`config.mk`:
```
export PLATFORM = sky130hd
export DESIGN_NAME = isc_slot_ctrl
export DESIGN_NICKNAME = d
export VERILOG_FILES = /design/src/hdl/isc_pkg.sv /design/src/hdl/isc_sync.sv /design/src/hdl/isc_slot_ctrl.sv
export SDC_FILE = /design/constraint.sdc
export NUM_CORES = 1
export LEC_CHECK = 0
export ABC_AREA = 1
export BUFFER_PORTS_ARGS = -buffer_cell sky130_fd_sc_hd__buf_4
export CORE_MARGIN = 2
export CORE_UTILIZATION = 40
export DETAILED_ROUTE_END_ITERATION = 7
export PLACE_DENSITY_LB_ADDON = 0.25
export SYNTH_ARGS = -nofsm -noshare
export SYNTH_HDL_FRONTEND = slang
export SYNTH_SLANG_ARGS = --single-unit
export TNS_END_PERCENT = 30
```
`constraint.sdc`:
```
create_clock -name clk -period 5.3 [get_ports clk]
set_clock_uncertainty 0.15 [all_clocks]
set_input_delay 0.265 -clock clk [delete_from_list [all_inputs] [get_ports clk]]
set_output_delay 0.265 -clock clk [all_outputs]
set_load 0.02 [all_outputs]
```
`src/hdl/isc_pkg.sv`:
```
// Package: indexes, field positions, reset values and timing counts for the slot bus cycle control
package isc_pkg;
    // Indexed configuration port
    localparam logic [7:0] IDX_BUS_CONFIG_ONE = 8'h16;
    localparam logic [7:0] IDX_BUS_CONFIG_TWO = 8'h17;
    // bus_config_one fields
    localparam int B1_ROM_WIDTH = 7;
    localparam int B1_IO_FOLLOWUP = 5;
    localparam int B1_LOCAL_CLAIM = 4;
    localparam int B1_IO_CMD_DLY = 2;
    localparam int B1_MEM16_CMD_DLY = 0;
    localparam logic [7:0] B1_RESET = 8'h20;
    localparam logic [7:0] B1_WMASK = 8'hB5;
    // bus_config_two fields
    localparam int B2_CPU_CLK_GATE_N = 7;
    localparam int B2_DMA_AUTOGATE_N = 6;
    localparam int B2_SLOT16_WAIT = 2;
    localparam int B2_SLOT8_WAIT = 0;
    localparam logic [7:0] B2_RESET = 8'hC0;
    localparam logic [7:0] B2_WMASK = 8'hC5;
    // Wait-state counts in bus clocks and the refresh row step
    localparam logic [3:0] WS16_BASE = 4'h0;
    localparam logic [3:0] WS8_BASE = 4'h4;
    localparam logic [3:0] CMD_DLY_ONE = 4'h1;
    localparam logic [3:0] REFRESH_LEN = 4'h3;
    localparam logic [3:0] DMA_LEN = 4'h3;
    localparam logic [3:0] ROW_STEP = 4'h1;
    // Cycle kinds and controller states
    typedef enum logic [1:0] {
        ISC_CYC_IO = 2'b00,
        ISC_CYC_MEM = 2'b01,
        ISC_CYC_SMEM = 2'b10
    } isc_kind_t;
    typedef enum logic [2:0] {
        ISC_IDLE = 3'b000,
        ISC_ADDR = 3'b001,
        ISC_CMD = 3'b010,
        ISC_REFRESH = 3'b011,
        ISC_DMA = 3'b100,
        ISC_MASTER = 3'b101
    } isc_state_t;
endpackage : isc_pkg

```
`src/hdl/isc_sync.sv`:
```
// Two-flop synchroniser for slot pins
module isc_sync #(
    parameter int W = 1
) (
    // Clock and reset
    input wire logic clk,
    input wire logic sys_rst,
    // Data
    input wire logic [W-1:0] din,
    output logic [W-1:0] dout
);
    logic [W-1:0] meta_r;

    always_ff @(posedge clk or posedge sys_rst) begin
        if (sys_rst) begin
            meta_r <= '0;
            dout <= '0;
        end else begin
            meta_r <= din;
            dout <= meta_r;
        end
    end
endmodule : isc_sync

```
`src/hdl/isc_slot_ctrl.sv`:
```
// Slot bus cycle control with the two indexed bus configuration registers
module isc_slot_ctrl (
    // Clock and reset
    input wire logic clk,
    input wire logic sys_rst,
    // Indexed configuration port
    input wire logic cfg_wr,
    input wire logic [7:0] cfg_index,
    input wire logic [7:0] cfg_wdata,
    output logic [7:0] cfg_rdata,
    // Strap
    input wire logic strap_address_line,
    // Internal cycle requests
    input wire logic cpu_req,
    input wire logic [1:0] cpu_kind,
    input wire logic cpu_write,
    input wire logic [23:0] cpu_addr,
    input wire logic refresh_req,
    input wire logic dma_req,
    input wire logic dma_write,
    input wire logic [23:0] dma_addr,
    input wire logic dma_ack,
    output logic cyc_done,
    output logic cyc_ignored,
    output logic slow_cycle,
    // Slot pins
    input wire logic memcs16_n,
    input wire logic iocs16_n,
    input wire logic iochrdy,
    input wire logic zero_wait_request_n,
    input wire logic master_n,
    input wire logic local_bus_claim_n,
    output logic ior_n,
    output logic iow_n,
    output logic memr_n,
    output logic memw_n,
    output logic smemr_n,
    output logic smemw_n,
    output logic bale,
    output logic aen,
    output logic refresh_n,
    output logic [23:0] sa_out,
    output logic bus_oe_n,
    // ROM, clock and DMA power
    output logic rom_16bit,
    input wire logic sleep_active,
    input wire logic [1:0] dma_drq_any,
    input wire logic [1:0] dma_dack_any,
    output logic cpu_clk_hold_low,
    output logic [1:0] dma_clk_en
);
    // Synchronised pins
    logic [5:0] pin_raw;
    logic [5:0] pin_s;
    // Active-low pins enter inverted, so a cleared synchroniser reads as idle after reset
    assign pin_raw = {~local_bus_claim_n, ~master_n, ~zero_wait_request_n, iochrdy, ~iocs16_n, ~memcs16_n};
    isc_sync #(.W(6)) u_sync (
        .clk(clk),
        .sys_rst(sys_rst),
        .din(pin_raw),
        .dout(pin_s)
    );
    wire mcs16_s = pin_s[0];
    wire ics16_s = pin_s[1];
    wire rdy_s = pin_s[2];
    wire zws_s = pin_s[3];
    wire master_s = pin_s[4];
    wire claim_s = pin_s[5];

    // Configuration registers
    logic [7:0] cfg1_r;
    logic [7:0] cfg2_r;
    logic strap_done_r;
    wire wr_one = cfg_wr && (cfg_index == isc_pkg::IDX_BUS_CONFIG_ONE);
    wire wr_two = cfg_wr && (cfg_index == isc_pkg::IDX_BUS_CONFIG_TWO);
    wire [7:0] cfg1_nxt = (cfg_wdata & isc_pkg::B1_WMASK) | (cfg1_r & ~isc_pkg::B1_WMASK);
    wire [7:0] cfg2_nxt = (cfg_wdata & isc_pkg::B2_WMASK) | (cfg2_r & ~isc_pkg::B2_WMASK);

    always_ff @(posedge clk or posedge sys_rst) begin
        if (sys_rst) begin
            cfg1_r <= isc_pkg::B1_RESET;
            cfg2_r <= isc_pkg::B2_RESET;
            strap_done_r <= 1'b0;
        end else begin
            strap_done_r <= 1'b1;
            if (!strap_done_r) begin
                cfg1_r[isc_pkg::B1_ROM_WIDTH] <= strap_address_line;
            end else if (wr_one) begin
                cfg1_r <= cfg1_nxt;
            end
            if (wr_two) begin
                cfg2_r <= cfg2_nxt;
            end
        end
    end

    wire [7:0] rd_nxt = (cfg_index == isc_pkg::IDX_BUS_CONFIG_ONE) ? cfg1_r :
                        (cfg_index == isc_pkg::IDX_BUS_CONFIG_TWO) ? cfg2_r : 8'h00;

    // Cycle state
    isc_pkg::isc_state_t st_r;
    isc_pkg::isc_state_t st_nxt;
    logic [3:0] cnt_r;
    logic [3:0] cnt_nxt;
    logic [1:0] kind_r;
    logic write_r;
    logic last_io_r;
    logic [7:0] row_r;
    logic [7:0] lat1_r;
    logic [7:0] lat2_r;

    // Wait length from the settings latched at cycle start
    wire is_io = (kind_r == isc_pkg::ISC_CYC_IO);
    wire wide = is_io ? ics16_s : mcs16_s;
    wire [3:0] base_ws = wide ? (lat2_r[isc_pkg::B2_SLOT16_WAIT] ? 4'h1 : isc_pkg::WS16_BASE)
                              : (isc_pkg::WS8_BASE + {3'h0, lat2_r[isc_pkg::B2_SLOT8_WAIT]});
    wire add_io_dly = lat1_r[isc_pkg::B1_IO_CMD_DLY] && (is_io || !wide);
    wire add_m16_dly = lat1_r[isc_pkg::B1_MEM16_CMD_DLY] && !is_io && wide;
    wire [3:0] cmd_len = base_ws + ((add_io_dly || add_m16_dly) ? isc_pkg::CMD_DLY_ONE : 4'h0);
    wire cmd_end = (zws_s || cnt_r >= cmd_len) && rdy_s;
    wire claim_drop = lat1_r[isc_pkg::B1_LOCAL_CLAIM] && claim_s;

    always_comb begin
        st_nxt = st_r;
        cnt_nxt = cnt_r + 4'h1;
        unique case (st_r)
            isc_pkg::ISC_IDLE: begin
                cnt_nxt = 4'h0;
                if (dma_ack && master_s) begin
                    st_nxt = isc_pkg::ISC_MASTER;
                end else if (refresh_req) begin
                    st_nxt = isc_pkg::ISC_REFRESH;
                end else if (dma_req) begin
                    st_nxt = isc_pkg::ISC_DMA;
                end else if (cpu_req) begin
                    st_nxt = isc_pkg::ISC_ADDR;
                end
            end
            isc_pkg::ISC_ADDR: begin
                cnt_nxt = 4'h0;
                st_nxt = claim_drop ? isc_pkg::ISC_IDLE : isc_pkg::ISC_CMD;
            end
            isc_pkg::ISC_CMD: begin
                if (claim_drop || cmd_end) begin
                    st_nxt = isc_pkg::ISC_IDLE;
                end
            end
            isc_pkg::ISC_REFRESH: begin
                if (cnt_r >= isc_pkg::REFRESH_LEN && rdy_s) begin
                    st_nxt = isc_pkg::ISC_IDLE;
                end
            end
            isc_pkg::ISC_DMA: begin
                if (cnt_r >= isc_pkg::DMA_LEN && rdy_s) begin
                    st_nxt = isc_pkg::ISC_IDLE;
                end
            end
            isc_pkg::ISC_MASTER: begin
                if (!master_s) begin
                    st_nxt = isc_pkg::ISC_IDLE;
                end
            end
            default: st_nxt = isc_pkg::ISC_IDLE;
        endcase
    end

    wire start_cpu = (st_r == isc_pkg::ISC_IDLE) && (st_nxt == isc_pkg::ISC_ADDR);
    wire start_any = (st_r == isc_pkg::ISC_IDLE) && (st_nxt != isc_pkg::ISC_IDLE);
    wire in_cmd = (st_nxt == isc_pkg::ISC_CMD);
    wire in_ref = (st_nxt == isc_pkg::ISC_REFRESH);
    wire in_dma = (st_nxt == isc_pkg::ISC_DMA);
    wire rd_cmd = in_cmd && !write_r;
    wire wr_cmd = in_cmd && write_r;
    wire dma_io_rd = in_dma && dma_write;
    wire dma_mem_rd = in_dma && !dma_write;
    wire ending = (st_r != isc_pkg::ISC_IDLE) && (st_nxt == isc_pkg::ISC_IDLE);
    wire [1:0] dma_run = dma_drq_any | dma_dack_any;

    always_ff @(posedge clk or posedge sys_rst) begin
        if (sys_rst) begin
            st_r <= isc_pkg::ISC_IDLE;
            cnt_r <= 4'h0;
            kind_r <= 2'b00;
            write_r <= 1'b0;
            last_io_r <= 1'b0;
            row_r <= 8'h00;
            lat1_r <= isc_pkg::B1_RESET;
            lat2_r <= isc_pkg::B2_RESET;
            ior_n <= 1'b1;
            iow_n <= 1'b1;
            memr_n <= 1'b1;
            memw_n <= 1'b1;
            smemr_n <= 1'b1;
            smemw_n <= 1'b1;
            bale <= 1'b0;
            aen <= 1'b0;
            refresh_n <= 1'b1;
            sa_out <= 24'h000000;
            bus_oe_n <= 1'b1;
            cyc_done <= 1'b0;
            cyc_ignored <= 1'b0;
            slow_cycle <= 1'b0;
            cfg_rdata <= 8'h00;
            rom_16bit <= 1'b0;
            cpu_clk_hold_low <= 1'b0;
            dma_clk_en <= 2'b11;
        end else begin
            st_r <= st_nxt;
            cnt_r <= cnt_nxt;
            cfg_rdata <= rd_nxt;
            if (start_any) begin
                lat1_r <= cfg1_r;
                lat2_r <= cfg2_r;
            end
            if (start_cpu) begin
                kind_r <= cpu_kind;
                write_r <= cpu_write;
                sa_out <= cpu_addr;
                slow_cycle <= cfg1_r[isc_pkg::B1_IO_FOLLOWUP] && last_io_r
                              && (cpu_kind != isc_pkg::ISC_CYC_IO);
                last_io_r <= (cpu_kind == isc_pkg::ISC_CYC_IO);
            end else if (st_nxt == isc_pkg::ISC_REFRESH && st_r == isc_pkg::ISC_IDLE) begin
                sa_out <= {16'h0000, row_r};
                row_r <= row_r + {4'h0, isc_pkg::ROW_STEP};
            end else if (st_nxt == isc_pkg::ISC_DMA && st_r == isc_pkg::ISC_IDLE) begin
                sa_out <= dma_addr;
            end
            // Address latch strobe: pulse for processor, held for refresh and DMA
            bale <= (st_nxt == isc_pkg::ISC_ADDR) || in_ref || in_dma;
            ior_n <= !((rd_cmd && kind_r == isc_pkg::ISC_CYC_IO) || dma_io_rd);
            iow_n <= !((wr_cmd && kind_r == isc_pkg::ISC_CYC_IO) || dma_mem_rd);
            memr_n <= !((rd_cmd && kind_r == isc_pkg::ISC_CYC_MEM) || in_ref || dma_mem_rd);
            memw_n <= !((wr_cmd && kind_r == isc_pkg::ISC_CYC_MEM) || dma_io_rd);
            smemr_n <= !((rd_cmd && kind_r == isc_pkg::ISC_CYC_SMEM) || in_ref);
            smemw_n <= !(wr_cmd && kind_r == isc_pkg::ISC_CYC_SMEM);
            refresh_n <= !in_ref;
            aen <= in_dma;
            bus_oe_n <= (st_nxt == isc_pkg::ISC_MASTER) || (st_nxt == isc_pkg::ISC_IDLE);
            cyc_done <= ending && !claim_drop;
            cyc_ignored <= ending && claim_drop && (st_r == isc_pkg::ISC_ADDR || st_r == isc_pkg::ISC_CMD);
            rom_16bit <= cfg1_r[isc_pkg::B1_ROM_WIDTH];
            cpu_clk_hold_low <= sleep_active && !cfg2_r[isc_pkg::B2_CPU_CLK_GATE_N];
            dma_clk_en <= cfg2_r[isc_pkg::B2_DMA_AUTOGATE_N] ? 2'b11 : dma_run;
        end
    end

    // Checks
    chk_refresh_bale: assert property (@(posedge clk) disable iff (sys_rst)
        !refresh_n |-> bale) else $error("bale low during refresh");
    chk_refresh_pair: assert property (@(posedge clk) disable iff (sys_rst)
        !refresh_n |-> !memr_n) else $error("refresh without memory read");
    chk_dma_aen: assert property (@(posedge clk) disable iff (sys_rst)
        (st_r == isc_pkg::ISC_DMA) |-> aen && bale) else $error("dma without aen or bale");
    chk_refresh_stretch: assert property (@(posedge clk) disable iff (sys_rst)
        (st_r == isc_pkg::ISC_REFRESH && !rdy_s) |=> !refresh_n) else $error("refresh ended while not ready");
    chk_dma_stretch: assert property (@(posedge clk) disable iff (sys_rst)
        (st_r == isc_pkg::ISC_DMA && !rdy_s) |=> aen) else $error("dma ended while not ready");
    chk_master_release: assert property (@(posedge clk) disable iff (sys_rst)
        (st_r == isc_pkg::ISC_MASTER) |-> bus_oe_n) else $error("bus driven during master");
    chk_slot8_waits: assert property (@(posedge clk) disable iff (sys_rst)
        (st_r == isc_pkg::ISC_CMD && !wide && !zws_s && !claim_drop && cnt_r < isc_pkg::WS8_BASE)
        |=> st_r == isc_pkg::ISC_CMD)
        else $error("8-bit cycle ended early");
    chk_claim_drop: assert property (@(posedge clk) disable iff (sys_rst)
        (st_r == isc_pkg::ISC_CMD && claim_drop) |=> st_r == isc_pkg::ISC_IDLE) else $error("claimed cycle kept");
    chk_dma_clock: assert property (@(posedge clk) disable iff (sys_rst)
        $past(cfg2_r[isc_pkg::B2_DMA_AUTOGATE_N]) |-> dma_clk_en == 2'b11) else $error("dma clock gated");

    // Processor cycle shape
    chk_cpu_bale_pulse: assert property (@(posedge clk) disable iff (sys_rst)
        (st_r == isc_pkg::ISC_ADDR) |-> bale)
        else $error("no latch strobe in address phase");
    chk_bale_drop: assert property (@(posedge clk) disable iff (sys_rst)
        (st_r == isc_pkg::ISC_CMD) |-> !bale)
        else $error("latch strobe held into command");
    chk_cmd_exclusive: assert property (@(posedge clk) disable iff (sys_rst)
        !(!ior_n && !iow_n) && !(!memr_n && !memw_n) && !(!smemr_n && !smemw_n))
        else $error("read and write strobes together");
    chk_slow_after_io: assert property (@(posedge clk) disable iff (sys_rst)
        slow_cycle |-> kind_r != isc_pkg::ISC_CYC_IO)
        else $error("slow flag on an io cycle");

    // Refresh, DMA and master
    chk_refresh_row: assert property (@(posedge clk) disable iff (sys_rst)
        (st_r == isc_pkg::ISC_IDLE && st_nxt == isc_pkg::ISC_REFRESH) |=> sa_out[7:0] == $past(row_r))
        else $error("refresh row not driven");
    chk_aen_dma_only: assert property (@(posedge clk) disable iff (sys_rst)
        aen |-> st_r == isc_pkg::ISC_DMA)
        else $error("aen outside dma");
    chk_master_quiet: assert property (@(posedge clk) disable iff (sys_rst)
        (st_r == isc_pkg::ISC_MASTER) |-> ior_n && iow_n && memr_n && memw_n && smemr_n && smemw_n)
        else $error("command driven during master");

    // Configuration outputs; one clock behind the register
    chk_rom_width: assert property (@(posedge clk) disable iff (sys_rst)
        rom_16bit == $past(cfg1_r[isc_pkg::B1_ROM_WIDTH]))
        else $error("rom width not following bit");
    chk_clock_hold: assert property (@(posedge clk) disable iff (sys_rst)
        cpu_clk_hold_low |-> !$past(cfg2_r[isc_pkg::B2_CPU_CLK_GATE_N]))
        else $error("clock held with gate bit high");
    chk_dma_autogate: assert property (@(posedge clk) disable iff (sys_rst)
        !$past(cfg2_r[isc_pkg::B2_DMA_AUTOGATE_N]) |-> dma_clk_en == $past(dma_run))
        else $error("dma clock not following requests");

    cov_cpu: cover property (@(posedge clk) disable iff (sys_rst) cyc_done && !aen);
    cov_refresh: cover property (@(posedge clk) disable iff (sys_rst) !refresh_n && !iochrdy);
    cov_master: cover property (@(posedge clk) disable iff (sys_rst) st_r == isc_pkg::ISC_MASTER);
    cov_claim: cover property (@(posedge clk) disable iff (sys_rst) cyc_ignored);
    cov_dma: cover property (@(posedge clk) disable iff (sys_rst) aen && !iochrdy);
endmodule : isc_slot_ctrl

```
* After elaboration in Yosys (flattened, before gate mapping)
Index checks and enable logic that the tools add are counted.
** Operators by class
- Reductions and logical operators :: 69
- Add/subtract/negate cells :: 4
- Equality and inequality tests :: 15
- Mux-type cells :: 22
- $lt $le $gt $ge :: 2
- Bitwise logic cells :: 9
** Operators by type and width (count)
- two-way mux 24 bit :: 3
- logical AND 1 bit :: 30
- two-way mux 8 bit :: 3
- two-way mux 3 bit :: 7
- == test 8 x 5 -> 1 bit (second input constant) :: 2
- one-hot mux 3 bit (5 select lines) :: 1
- logical OR 1 bit :: 14
- logical NOT 1 bit :: 13
- == test 3 x 2 -> 1 bit (second input constant) :: 4
- == test 3 bit (second input constant) :: 4
- nonzero test 3 bit :: 3
- adder 8 x 1 -> 8 bit (second input constant) :: 1
- two-way mux 4 bit :: 2
- bitwise OR 8 x 6 -> 8 bit :: 1
- bitwise OR 8 x 7 -> 8 bit :: 1
- == test 3 x 1 -> 1 bit (second input constant) :: 2
- logical NOT 3 bit :: 2
- inverter 1 bit :: 6
- adder 3 x 1 -> 4 bit (first input constant) :: 1
- adder 4 x 1 -> 4 bit :: 1
- adder 4 x 1 -> 4 bit (second input constant) :: 1
- greater-or-equal comparator 4 x 2 -> 1 bit (second input constant) :: 1
- greater-or-equal comparator 4 bit :: 1
- logical NOT 2 bit :: 2
- other kinds (9) :: 15
** Storage, ports and cells
- Word-level logic and storage cells :: 153
- Output and inout port bits :: 49
- Bits of input ports :: 87
- Bits in registers :: 105

* Depth between registers and ports, before layout
Gate-level depths: netlist (run 1).
- Depth after elaboration :: 20
- Depth in mapped cells :: 21

* By module
A second synthesis (run 1) with hierarchy kept.
** Unflattened totals
- Cell total of the unflattened synthesis :: 466
- Area total of the unflattened synthesis :: 4216.5 µm²
** By module, submodules not included
- isc_slot_ctrl :: cells each 453, sequential area each 2068.2 µm², area each 3912.5 µm², instances 1
- isc_sync :: cells each 13, sequential area each 300.3 µm², area each 304.0 µm², instances 1

* Least setup slack after synthesis (run 1)
OpenSTA, ideal clock, no wires.
- Path kind :: register to register
- Start :: reg kind_r[0]
- End :: reg sa_out[10]
- Stages on the path, launching flop included :: 20
- Path slack :: 2646 ps
- Required time :: 5077 ps
- Arrival :: 2431 ps
- Buffers on the path :: 1
- Period minus slack after synthesis :: 2654 ps
- Cells stage by stage :: dfrtp_1 > inv_1 > nand2_1 > nand2_1 > mux2_2 > ha_1 > ha_1 > inv_1 > nand2_1 > nand2_1 > nand2_1 > nand2_1 > nand2_1 > nand2_1 > nand2_1 > nand2_2 > nor2_4 > buf_4 > nand2_1 > a21oi_2
** On the way
- Longest elaborated chain between the ends :: 18
** Ends and longest elaborated chain
- start, declared :: line isc_slot_ctrl.sv:105 : logic [1:0] kind_r;
- start signal, assigned :: line isc_slot_ctrl.sv:216 : kind_r <= cpu_kind;
- logical NOT 2 bit (*) :: line isc_slot_ctrl.sv:113 : wire is_io = (kind_r == isc_pkg::ISC_CYC_IO);
- two-way mux 1 bit :: line isc_slot_ctrl.sv:114 : wire wide = is_io ? ics16_s : mcs16_s;
- logical NOT 1 bit :: line isc_slot_ctrl.sv:117 : wire add_io_dly = lat1_r[isc_pkg::B1_IO_CMD_DLY] && (is_io || !wide);
- logical OR 1 bit :: line isc_slot_ctrl.sv:117
- logical AND 1 bit :: line isc_slot_ctrl.sv:117
- logical OR 1 bit :: line isc_slot_ctrl.sv:119 : wire [3:0] cmd_len = base_ws + ((add_io_dly || add_m16_dly) ? isc_pkg::CMD_DLY_ONE : 4'h0);
- two-way mux 1 bit :: line isc_slot_ctrl.sv:119
- adder 4 x 1 -> 4 bit (*) :: line isc_slot_ctrl.sv:119
- [3 not listed]
- logical OR 1 bit (*) :: line isc_slot_ctrl.sv:144 : if (claim_drop || cmd_end) begin
- two-way mux 3 bit (*) :: line isc_slot_ctrl.sv:144
- one-hot mux 3 bit (5 select lines) (*) :: line isc_slot_ctrl.sv:126 : unique case (st_r)
- via st_nxt[1] :: line isc_slot_ctrl.sv:102 : isc_pkg::isc_state_t st_nxt;
- == test 3 x 2 -> 1 bit :: line isc_slot_ctrl.sv:222 : end else if (st_nxt == isc_pkg::ISC_REFRESH && st_r == isc_pkg::ISC_IDLE) begin
- logical AND 1 bit :: line isc_slot_ctrl.sv:222
- two-way mux 24 bit :: line isc_slot_ctrl.sv:222
- two-way mux 24 bit :: line isc_slot_ctrl.sv:215 : if (start_cpu) begin
- end signal, assigned :: line isc_slot_ctrl.sv:218 : sa_out <= cpu_addr;
- end signal, assigned :: line isc_slot_ctrl.sv:223 : sa_out <= {16'h0000, row_r};
- end signal, assigned :: line isc_slot_ctrl.sv:226 : sa_out <= dma_addr;
- end, declared :: line isc_slot_ctrl.sv:42 : output logic [23:0] sa_out,
Mark *: on every way through the listed nets, which the timed path passes. The rest lies on a longest branch.
A chain may end at the register's enable or synchronous reset.

* Worst setup path in the final report (run 1)
- Start :: reg kind_r[0]
- End :: reg sa_out[18]
Same word-level chain as after synthesis.

==> metrics.md, run 1 <==
| Metric | Value |
|---|---|
| Endpoints failing hold | 0 |
| Initial antenna violation count | 0 |
| Most frequent cells in the layout | nand2_1, buf_4, dfrtp_1, inv_1, nor2_1 |
| Synthesized cell area | 4250 µm² |
| Crit-path max FO | 22 |
| Cell Pwr Density | 545 nW/µm² |
| First-pass detailed-route iteration total | 4 |
| CTS root buf | clkbuf_8 |
| Slew HR | 0.427 |
| Initial core utilization | 0.412 |
| Cell at the slowest stage of the critical path | nor2_4 |
| First-pass GRT wire length | 16.2 mm |
| Rows | 37 |
| CP top delay family | simple AND/OR/NAND/NOR gates |
| Ant. Diodes | 0 |
| NumNets Final | 725 |
| Register cell area after layout | 2370 µm² |
| CTS Buf Count | 9 |
| Startpoint Class | flip-flop |
| Worst-skew pair later-pin latency | 0.36 ns |
| Commonest non-fill, non-tap cell in the layout | nand2_1 |
| Setup TNS | 0 ns |
| Crit-path cells | inv_1 > nand2_1 > nand2_1 > nand2_1 > mux2_2 > ha_1 > ha_1 > inv_1 > nand2_1 > nand2_1 > nand2_1 > nand2_1 > nand2_1 > nand2_1 > nand2_1 > nand2_2 > nor2_4 > nand2_1 > a21oi_2 |
| Number of port buffers | 133 |
| Routed wire per std cell | 12.9 µm |
| Worst-case reg-to-reg path depth | 19 |
| Mapped Cells | 468 |
| Slew Viols, Final | 0 |
| Share of layout cells above drive strength 1 | 0.323 |
| Die W | 107 µm |
| Area growth syn-to-layout | 39.3% |
| Status | completed |
| CTS sink count | 94 |
| Vias per cell | 4.62 |
| Post-Syn Nets | 561 |
| Leakage | 3.06 nW |
| Ranking of synthesized cells by area | dfrtp_1, nand2_1, dfstp_2 |
| Tcrit/Tclk final | 0.604 |
| Hold Crit Depth | 3 |
| Critical path buffer and inverter count | 2 |
| Most used cell, CP | nand2_1 |
| Htree depth | 3 |
| Yosys reg bits | 94 |
| Number of global-route vias before repair | 3529 |
| Maximum buffer depth of the clock tree | 2 |
| Ports | 136 |
| Cells after DPL | 727 |
| Hold crit path type | in2reg |
| Resized Gates After CTS | 0 |
| Pin slew with the least headroom to its limit | 0.859 ns |
| Syn Area/Cell | 9.08 µm² |
| Filler cells | 919 |
| Final setup vio count | 0 |
| Multi-input gate area | 1600 µm² |
| Max-cap violation count | 0 |
| DR iter-0 viols | 161 |
| Synth warn | 0 |
| Register area share after synthesis | 0.557 |
| Total number of vias | 3574 |
| Post-synth cell types | 38 |
| TritonCTS clock tree | yes |
| WS Path Type | reg2reg |
| Critical path arrival | 3.34 ns |
| Fmax | 312 MHz |
| GRT overflow | 0 |
| Largest incremental delay on the critical path | 0.44 ns |
| WP depth | 19 |
| Die height | 107 µm |
| Crit path required time | 5.44 ns |
| Final RePlAce weighted congestion | 0.823 |
| Top cell type's share of synthesized area | 0.477 |
| GRT Total Usage | 0.181 |
| Max IR drop VDD | 0.236 mV |
| CP Capture Type | flip-flop |
| RSZ-0062 raised after global routing | false |
| Fin crit period | 3.20 ns |
| Final wirelength | 10.0 mm |
| Post-synth top area cell | dfrtp_1 |
| Fin cells | 773 |
| DP HPWL | 7.21 mm |
| ANT nets after route | 0 |
| Clock-pin slew on the worst setup and hold paths | 0.09 ns |
| # DRC | 0 |
| Core Area | 10300 µm² |
| Largest net degree at the start of global routing | 72 |
| Die area | 11500 µm² |
[sequential cells by signal, summed over array words and instances, names as in the netlist, 2 cells and up]
signal         count
cfg1_r             5
cfg2_r             4
cfg_rdata          7
cnt_r              4
dma_clk_en         2
kind_r             2
lat1_r             3
lat2_r             2
row_r              8
sa_out            24
st_r               3
u_sync.dout        6
u_sync.meta_r      6
[worst min-delay path: stages]
cell and delay (ns):
buf_4 0.11, nand2_1 0.07, a21oi_2 0.05
[logic make-up after synthesis]
family / Yosys count / share of synthesized area
simple gates: 229 / 0.247
flops: 94 / 0.557
compound gates: 65 / 0.0880
buf+inv: 62 / 0.0663
xor+xnor: 8 / 0.0165
fa+ha+maj: 6 / 0.0177
other cells: 2 / 0.00177
mux: 2 / 0.00530
[where the power goes]
part | switching, mW | leakage (nW) | internal [mW]
Sequential | 0.146 | 1.11 | 0.961
Clock | 0.241 | 0.140 | 0.388
Combinational | 0.928 | 1.81 | 0.561
Total | 1.31 | 3.06 | 1.91
[synth_stat cells, drive strengths merged]
| cell type | count |
|---|---|
| mux2 | 2 |
| and3b | 1 |
| conb | 2 |
| clkbuf | 2 |
| buf | 9 |
| xnor2 | 1 |
| or2 | 2 |
| dfstp | 13 |
| o22ai | 2 |
| a21oi | 23 |
| nor3 | 5 |
| dfrtp | 81 |
| nor2 | 51 |
| inv | 51 |
| nor4 | 1 |
| xor2 | 7 |
| nand2 | 143 |
| o21ai | 39 |
| nor3b | 1 |
| ha | 6 |
| a31oi | 1 |
| nand4 | 4 |
| nand3 | 21 |
[layout make-up]
type                       instances  share of cell area
clock buffer                      11              0.0256
inverter                          51              0.0328
clock inverter                     5              0.0218
sequential                        94               0.400
multi-input combinational        312               0.270
timing repair buffer             164               0.221
tap                              136              0.0288
[per-layer routing]
metal | up-vias | track usage | share of wire
met1 | 1662 | 0.222 | 0.43
li1 | 1794 | - | -
met4 | 0 | 0.0835 | 0.025
met2 | 97 | 0.300 | 0.49
met3 | 21 | 0.0450 | 0.056
met5 | - | 0 | 0
[metrics by stage]
stage          power (mW)  setup WS [ns]  utilization  area [µm²]  hold WS (ns)
6_report             3.22           2.10        0.573        5920        0.0177
5_1_grt              3.47           1.75        0.573        5920       0.00823
4_1_cts              3.27           2.05        0.573        5920      0.000321
3_5_place_dp         2.61           2.08        0.517        5340        0.0957
3_3_place_gp         2.57           2.15        0.517        5340        0.0940
2_1_floorplan        2.18           2.46            -        4250         0.146
[final timing paths]
check / startpoint / endpoint / slack, ns
max: kind_r[0] / sa_out[18] / 2.10
min: cpu_addr[13] / sa_out[13] / 0.02
max reg2reg: kind_r[0] / sa_out[18] / 2.10
min reg2reg: u_sync.meta_r[3] / u_sync.dout[3] / 0.20
max in group asynchronous: sys_rst / row_r[7] / 3.58
min in group asynchronous: sys_rst / rom_16bit / 0.27
[repair_timing]
item | 4_1_cts | 5_1_grt
hold buffers | 30 | 0
endpoints found under the hold margin | 50 | 0
buffers inserted | 0 | 0
No activity file was read; power rests on OpenSTA's default activity.
==> run 2: changes to the inputs <==
Clock period 5.3 ns to 3.11 ns, I/O delays scaled along.
==> run 2 against run 1 <==
Combinational power increased by 92%. Cell count increased by 5.4%. Via count increased by 7.5%. Global-route usage increased by 1.5 points. Power increased by 75%. Worst setup slack got worse by 1.9 ns. Non-clock buffer count increased by 42. Fmax increased by 8.9%. First-iteration DRC count increased by 48%. Register-to-register slack got worse by 1.9 ns. Critical endpoint unchanged. Largest cell class unchanged. Highest routed layer unchanged.
==> metrics.md, run 2 (synthesized netlist as in run 1, its figures left out) <==
| Metric | Value |
|---|---|
| Status | completed |
| Clock-pin slew on the worst setup and hold paths | 0.09 ns |
| Htree depth | 3 |
| Total number of vias | 3841 |
| NumNets Final | 767 |
| Vias per cell | 4.71 |
| First-pass detailed-route iteration total | 4 |
| Cell Pwr Density | 891 nW/µm² |
| Cell at the slowest stage of the critical path | dfrtp_1 |
| Rows | 37 |
| Crit-path max FO | 11 |
| Die height | 107 µm |
| DP HPWL | 7.07 mm |
| Final wirelength | 11.1 mm |
| Fin crit period | 2.94 ns |
| Hold crit path type | in2reg |
| Crit path required time | 3.26 ns |
| Max IR drop VDD | 0.369 mV |
| R2R Setup Slk | 0.17 ns |
| Max reg flops | 24 |
| Top reg by flops | sa_out |
| WS Path Type | reg2reg |
| Leakage | 3.23 nW |
| # DRC | 0 |
| CTS root buf | clkbuf_8 |
| Startpoint Class | flip-flop |
| CTS Buf Count | 9 |
| Endpoints failing hold | 0 |
| Top Registers | sa_out (24), row_r (8), cfg_rdata (7) |
| Die W | 107 µm |
| Most used cell, CP | nand2_1 |
| Final setup vio count | 0 |
| Tcrit/Tclk final | 0.945 |
| Worst slack, placed | 0.119 ns |
| GRT overflow | 0 |
| Routed wire per std cell | 13.6 µm |
| DR iter-0 viols | 239 |
| Ports | 136 |
| RSZ-0062 raised after global routing | true |
| Layout Utilization | 0.614 |
| Most frequent cells in the layout | buf_4, nand2_1, dfrtp_1, dlygate4sd3_1, inv_1 |
| GRT Total Usage | 0.195 |
| Fin cells | 815 |
| Pin slew with the least headroom to its limit | 1.07 ns |
| CP Capture Type | flip-flop |
| Largest incremental delay on the critical path | 0.40 ns |
| Critical path buffer and inverter count | 3 |
| Final RePlAce weighted congestion | 0.838 |
| TritonCTS clock tree | yes |
| Cells after DPL | 731 |
| Slew HR | 0.286 |
| Ant. Diodes | 0 |
| ANT nets after route | 0 |
| Crit-path cells | inv_2 > nand3_1 > nand2_2 > mux2_2 > ha_1 > ha_1 > inv_1 > nand2_1 > nand2_1 > nand2_1 > nand2_1 > nand2_2 > nand2_2 > nand2_4 > nand2_4 > nor2_4 > clkbuf_16 > nand2_1 > a21oi_2 |
| Maximum buffer depth of the clock tree | 2 |
| Area growth syn-to-layout | 49.2% |
| Commonest non-fill, non-tap cell in the layout | buf_4 |
| CP top delay family | simple AND/OR/NAND/NOR gates |
| Initial antenna violation count | 0 |
| Initial core utilization | 0.412 |
| CTS sink count | 94 |
| Largest net degree at the start of global routing | 92 |
| First-pass GRT wire length | 17.5 mm |
| Final WS setup | 0.170 ns |
| Number of global-route vias before repair | 3713 |
| Hold WS | 0.0264 ns |
| Core Area | 10300 µm² |
| Filler cells | 872 |
| Max-cap violation count | 0 |
| Fmax | 340 MHz |
| Number of port buffers | 133 |
| Worst-skew pair later-pin latency | 0.37 ns |
| Critical path arrival | 3.10 ns |
| Share of layout cells above drive strength 1 | 0.327 |
| Slew Viols, Final | 0 |
| Die area | 11500 µm² |
-- run 2: changes by cell type in the layout (fill, tap and decap cells not counted), sizes merged --
cell         previous run  this run
dlygate4sd3            30        64
buf                   134       140
bufinv                  4         2
clkinvlp                0         2
clkinv                  1         2
inv                    51        52
-- run 2: repair_timing --
action,in CTS,in global routing
setup endpoints to repair,0,35
hold buffers,64,0
resized for setup,0,11
buffers inserted,0,2
hold endpoints to repair,129,0
-- run 2: path summary, 6_finish.rpt --
path	depth (start not counted)	from	endpoint
min reg2reg	0	u_sync.meta_r[3]	u_sync.dout[3]
max	19	kind_r[0]	sa_out[18]
min in group asynchronous	3	sys_rst	sa_out[14]
min	4	cfg_index[6]	cfg_rdata[5]
max reg2reg	19	kind_r[0]	sa_out[18]
max in group asynchronous	4	sys_rst	iow_n
-- run 2: area by class of cell --
cell class | count | area, µm² | area share
Sequential cell | 94 | 2370 | 0.374
Timing Repair Buffer | 206 | 1750 | 0.277
Multi-Input combinational cell | 312 | 1630 | 0.257
Inverter | 51 | 194 | 0.0306
Tap cell | 136 | 170 | 0.0268
Clock buffer | 9 | 124 | 0.0195
Clock inverter | 7 | 97.6 | 0.0154
-- run 2: through the flow --
stage / cell area, µm² / power (mW) / TNS [ns]
3_5_place_dp: 5380 / 4.52 / 0
5_1_grt: 6340 / 6.06 / -0.395
3_3_place_gp: 5380 / 4.44 / 0
6_report: 6340 / 5.65 / 0
4_1_cts: 6240 / 5.49 / 0
2_1_floorplan: 4250 / 3.71 / 0
-- run 2: where the power goes --
part           internal [mW]  switching, mW
logic                   1.15           1.71
clock network          0.455          0.437
registers               1.64          0.258
total                   3.24           2.41
-- run 2: per-layer routing --
layer	track usage	up-vias	part of all wire
li1	-	1876	-
met1	0.241	1793	0.42
met2	0.320	146	0.49
met3	0.0644	26	0.066
met4	0.0705	0	0.028
met5	0	-	0
-- run 2: worst min-delay path, stage by stage --
cell and delay [ns]:
buf_4 0.07, nor4_1 0.04, nand2_1 0.18, nor2_1 0.06
==> run 3: changes to the inputs <==
Settings changed: HOLD_SLACK_MARGIN from default to 0.06.
==> run 3 against run 2 <==
Hold slack improved by 0.051 ns. Flip-flop and latch count did not move. Via count rose by 0.99%. Clock-buffer cell count did not move. Combinational power barely moved. Register-to-register slack barely moved. Critical endpoint unchanged. Largest power group unchanged.
==> metrics.md, run 3 (synthesized netlist as in run 1, its figures left out) <==
| Metric | Value |
|---|---|
| Status | completed |
| Endpoints failing hold | 0 |
| NumNets Final | 779 |
| WS Path Type | reg2reg |
| Routed wire per std cell | 13.8 µm |
| Initial antenna violation count | 0 |
| Die W | 107 µm |
| CP Capture Type | flip-flop |
| Startpoint Class | flip-flop |
| Fin crit period | 2.94 ns |
| DP HPWL | 7.07 mm |
| Number of port buffers | 133 |
| Critical path buffer and inverter count | 3 |
| Die height | 107 µm |
| Critical path arrival | 3.10 ns |
| Crit-path cells | inv_2 > nand3_1 > nand2_2 > mux2_2 > ha_1 > ha_1 > inv_1 > nand2_1 > nand2_1 > nand2_1 > nand2_1 > nand2_2 > nand2_2 > nand2_4 > nand2_4 > nor2_4 > clkbuf_16 > nand2_1 > a21oi_2 |
| TritonCTS clock tree | yes |
| Core Area | 10300 µm² |
| Slew HR | 0.282 |
| Max reg flops | 24 |
| Area growth syn-to-layout | 52.0% |
| Die area | 11500 µm² |
| Worst-skew pair later-pin latency | 0.37 ns |
| Layout Utilization | 0.626 |
| Crit path required time | 3.26 ns |
| GRT overflow | 0 |
| RSZ-0062 raised after global routing | true |
| Total number of vias | 3879 |
| Tcrit/Tclk final | 0.947 |
| Commonest non-fill, non-tap cell in the layout | buf_4 |
| Max IR drop VDD | 0.368 mV |
| Ports | 136 |
| Largest net degree at the start of global routing | 92 |
| First-pass detailed-route iteration total | 5 |
| Final setup vio count | 0 |
| Most used cell, CP | nand2_1 |
| Ant. Diodes | 0 |
| Largest incremental delay on the critical path | 0.40 ns |
| Final RePlAce weighted congestion | 0.838 |
| CTS Buf Count | 9 |
| DR iter-0 viols | 256 |
| Hold crit path type | in2reg |
| Total power | 5.66 mW |
| Most frequent cells in the layout | buf_4, nand2_1, dfrtp_1, dlygate4sd3_1, inv_1 |
| Htree depth | 3 |
| CTS sink count | 94 |
| Placed inst area | 5380 µm² |
| First-pass GRT wire length | 18.0 mm |
| Clock-pin slew on the worst setup and hold paths | 0.09 ns |
| Maximum buffer depth of the clock tree | 2 |
| # DRC | 0 |
| Final wirelength | 11.4 mm |
| ANT nets after route | 0 |
| Vias per cell | 4.69 |
| Pin slew with the least headroom to its limit | 1.08 ns |
| Slew Viols, Final | 0 |
| Crit-path max FO | 11 |
| CTS root buf | clkbuf_8 |
| Share of layout cells above drive strength 1 | 0.321 |
| Top reg by flops | sa_out |
| Leakage | 3.28 nW |
| Rows | 37 |
| Final instance area | 6460 µm² |
| Top Registers | sa_out (24), row_r (8), cfg_rdata (7) |
| Fmax | 340 MHz |
| GRT Total Usage | 0.201 |
| Max-cap violation count | 0 |
| Cell Pwr Density | 877 nW/µm² |
| CP top delay family | simple AND/OR/NAND/NOR gates |
| Filler cells | 859 |
| Initial core utilization | 0.412 |
| Cell at the slowest stage of the critical path | dfrtp_1 |
| Number of global-route vias before repair | 3795 |
-- run 3: routing by layer --
layer  global-route usage  vias up  wire, µm
met5                    0        -         0
met4               0.0705        0       280
met3               0.0638       22       760
met2                0.333      145      5680
met1                0.247     1811      4690
li1                     -     1901         -
-- run 3: per-stage QoR --
step	instances	TNS [ns]	worst slack, ns	hold slack [ns]
finish	827	0	0.165	0.0779
CTS	823	0	0.0812	0.0611
global placement	731	0	0.188	0.120
global route	827	-0.395	-0.0462	0.0704
detailed placement	731	0	0.119	0.116
floorplan	468	0	0.377	0.0369
-- run 3: where the power goes --
part           internal (mW)  switching, mW
registers               1.64          0.256
clock network          0.455          0.437
logic                   1.16           1.72
total                   3.25           2.41
-- run 3: what timing repair did --
item | CTS | global route
hold buffers | 76 | 0
buffers inserted | 0 | 2
gates resized for setup | 0 | 11
endpoints found under the hold margin | 135 | 0
endpoints found under the setup margin | 0 | 35
-- run 3: final timing paths --
| path | startpoint | endpoint | slack [ns] | cells past startpoint |
|---|---|---|---|---|
| setup / recovery | kind_r[0] | sa_out[18] | 0.17 | 19 |
| hold / removal | dma_addr[0] | sa_out[0] | 0.08 | 7 |
| setup reg to reg | kind_r[0] | sa_out[18] | 0.17 | 19 |
| hold reg to reg | u_sync.meta_r[3] | u_sync.dout[3] | 0.20 | 0 |
| max in group asynchronous | sys_rst | iow_n | 1.58 | 4 |
| min in group asynchronous | sys_rst | sa_out[10] | 0.46 | 3 |
-- run 3: worst reg2reg max path, delay by kind of cell (launching register included) --
family	cells	cell delay (ns)
adders and majority gates	2	0.54
buffers and inverters	3	0.35
AOI/OAI and AO/OA	1	0.13
DFF	1	0.40
and+or+nand+nor	12	0.97
muxes	1	0.33
-- run 3: layout make-up --
cell class                 instances  area (µm²)  share of cell area
clock buffer                       9         124              0.0192
clock inverter                     7        97.6              0.0151
inverter                          51         194              0.0300
multi-input combinational        312        1630               0.253
sequential                        94        2370               0.367
tap                              136         170              0.0263
timing repair buffer             218        1870               0.290
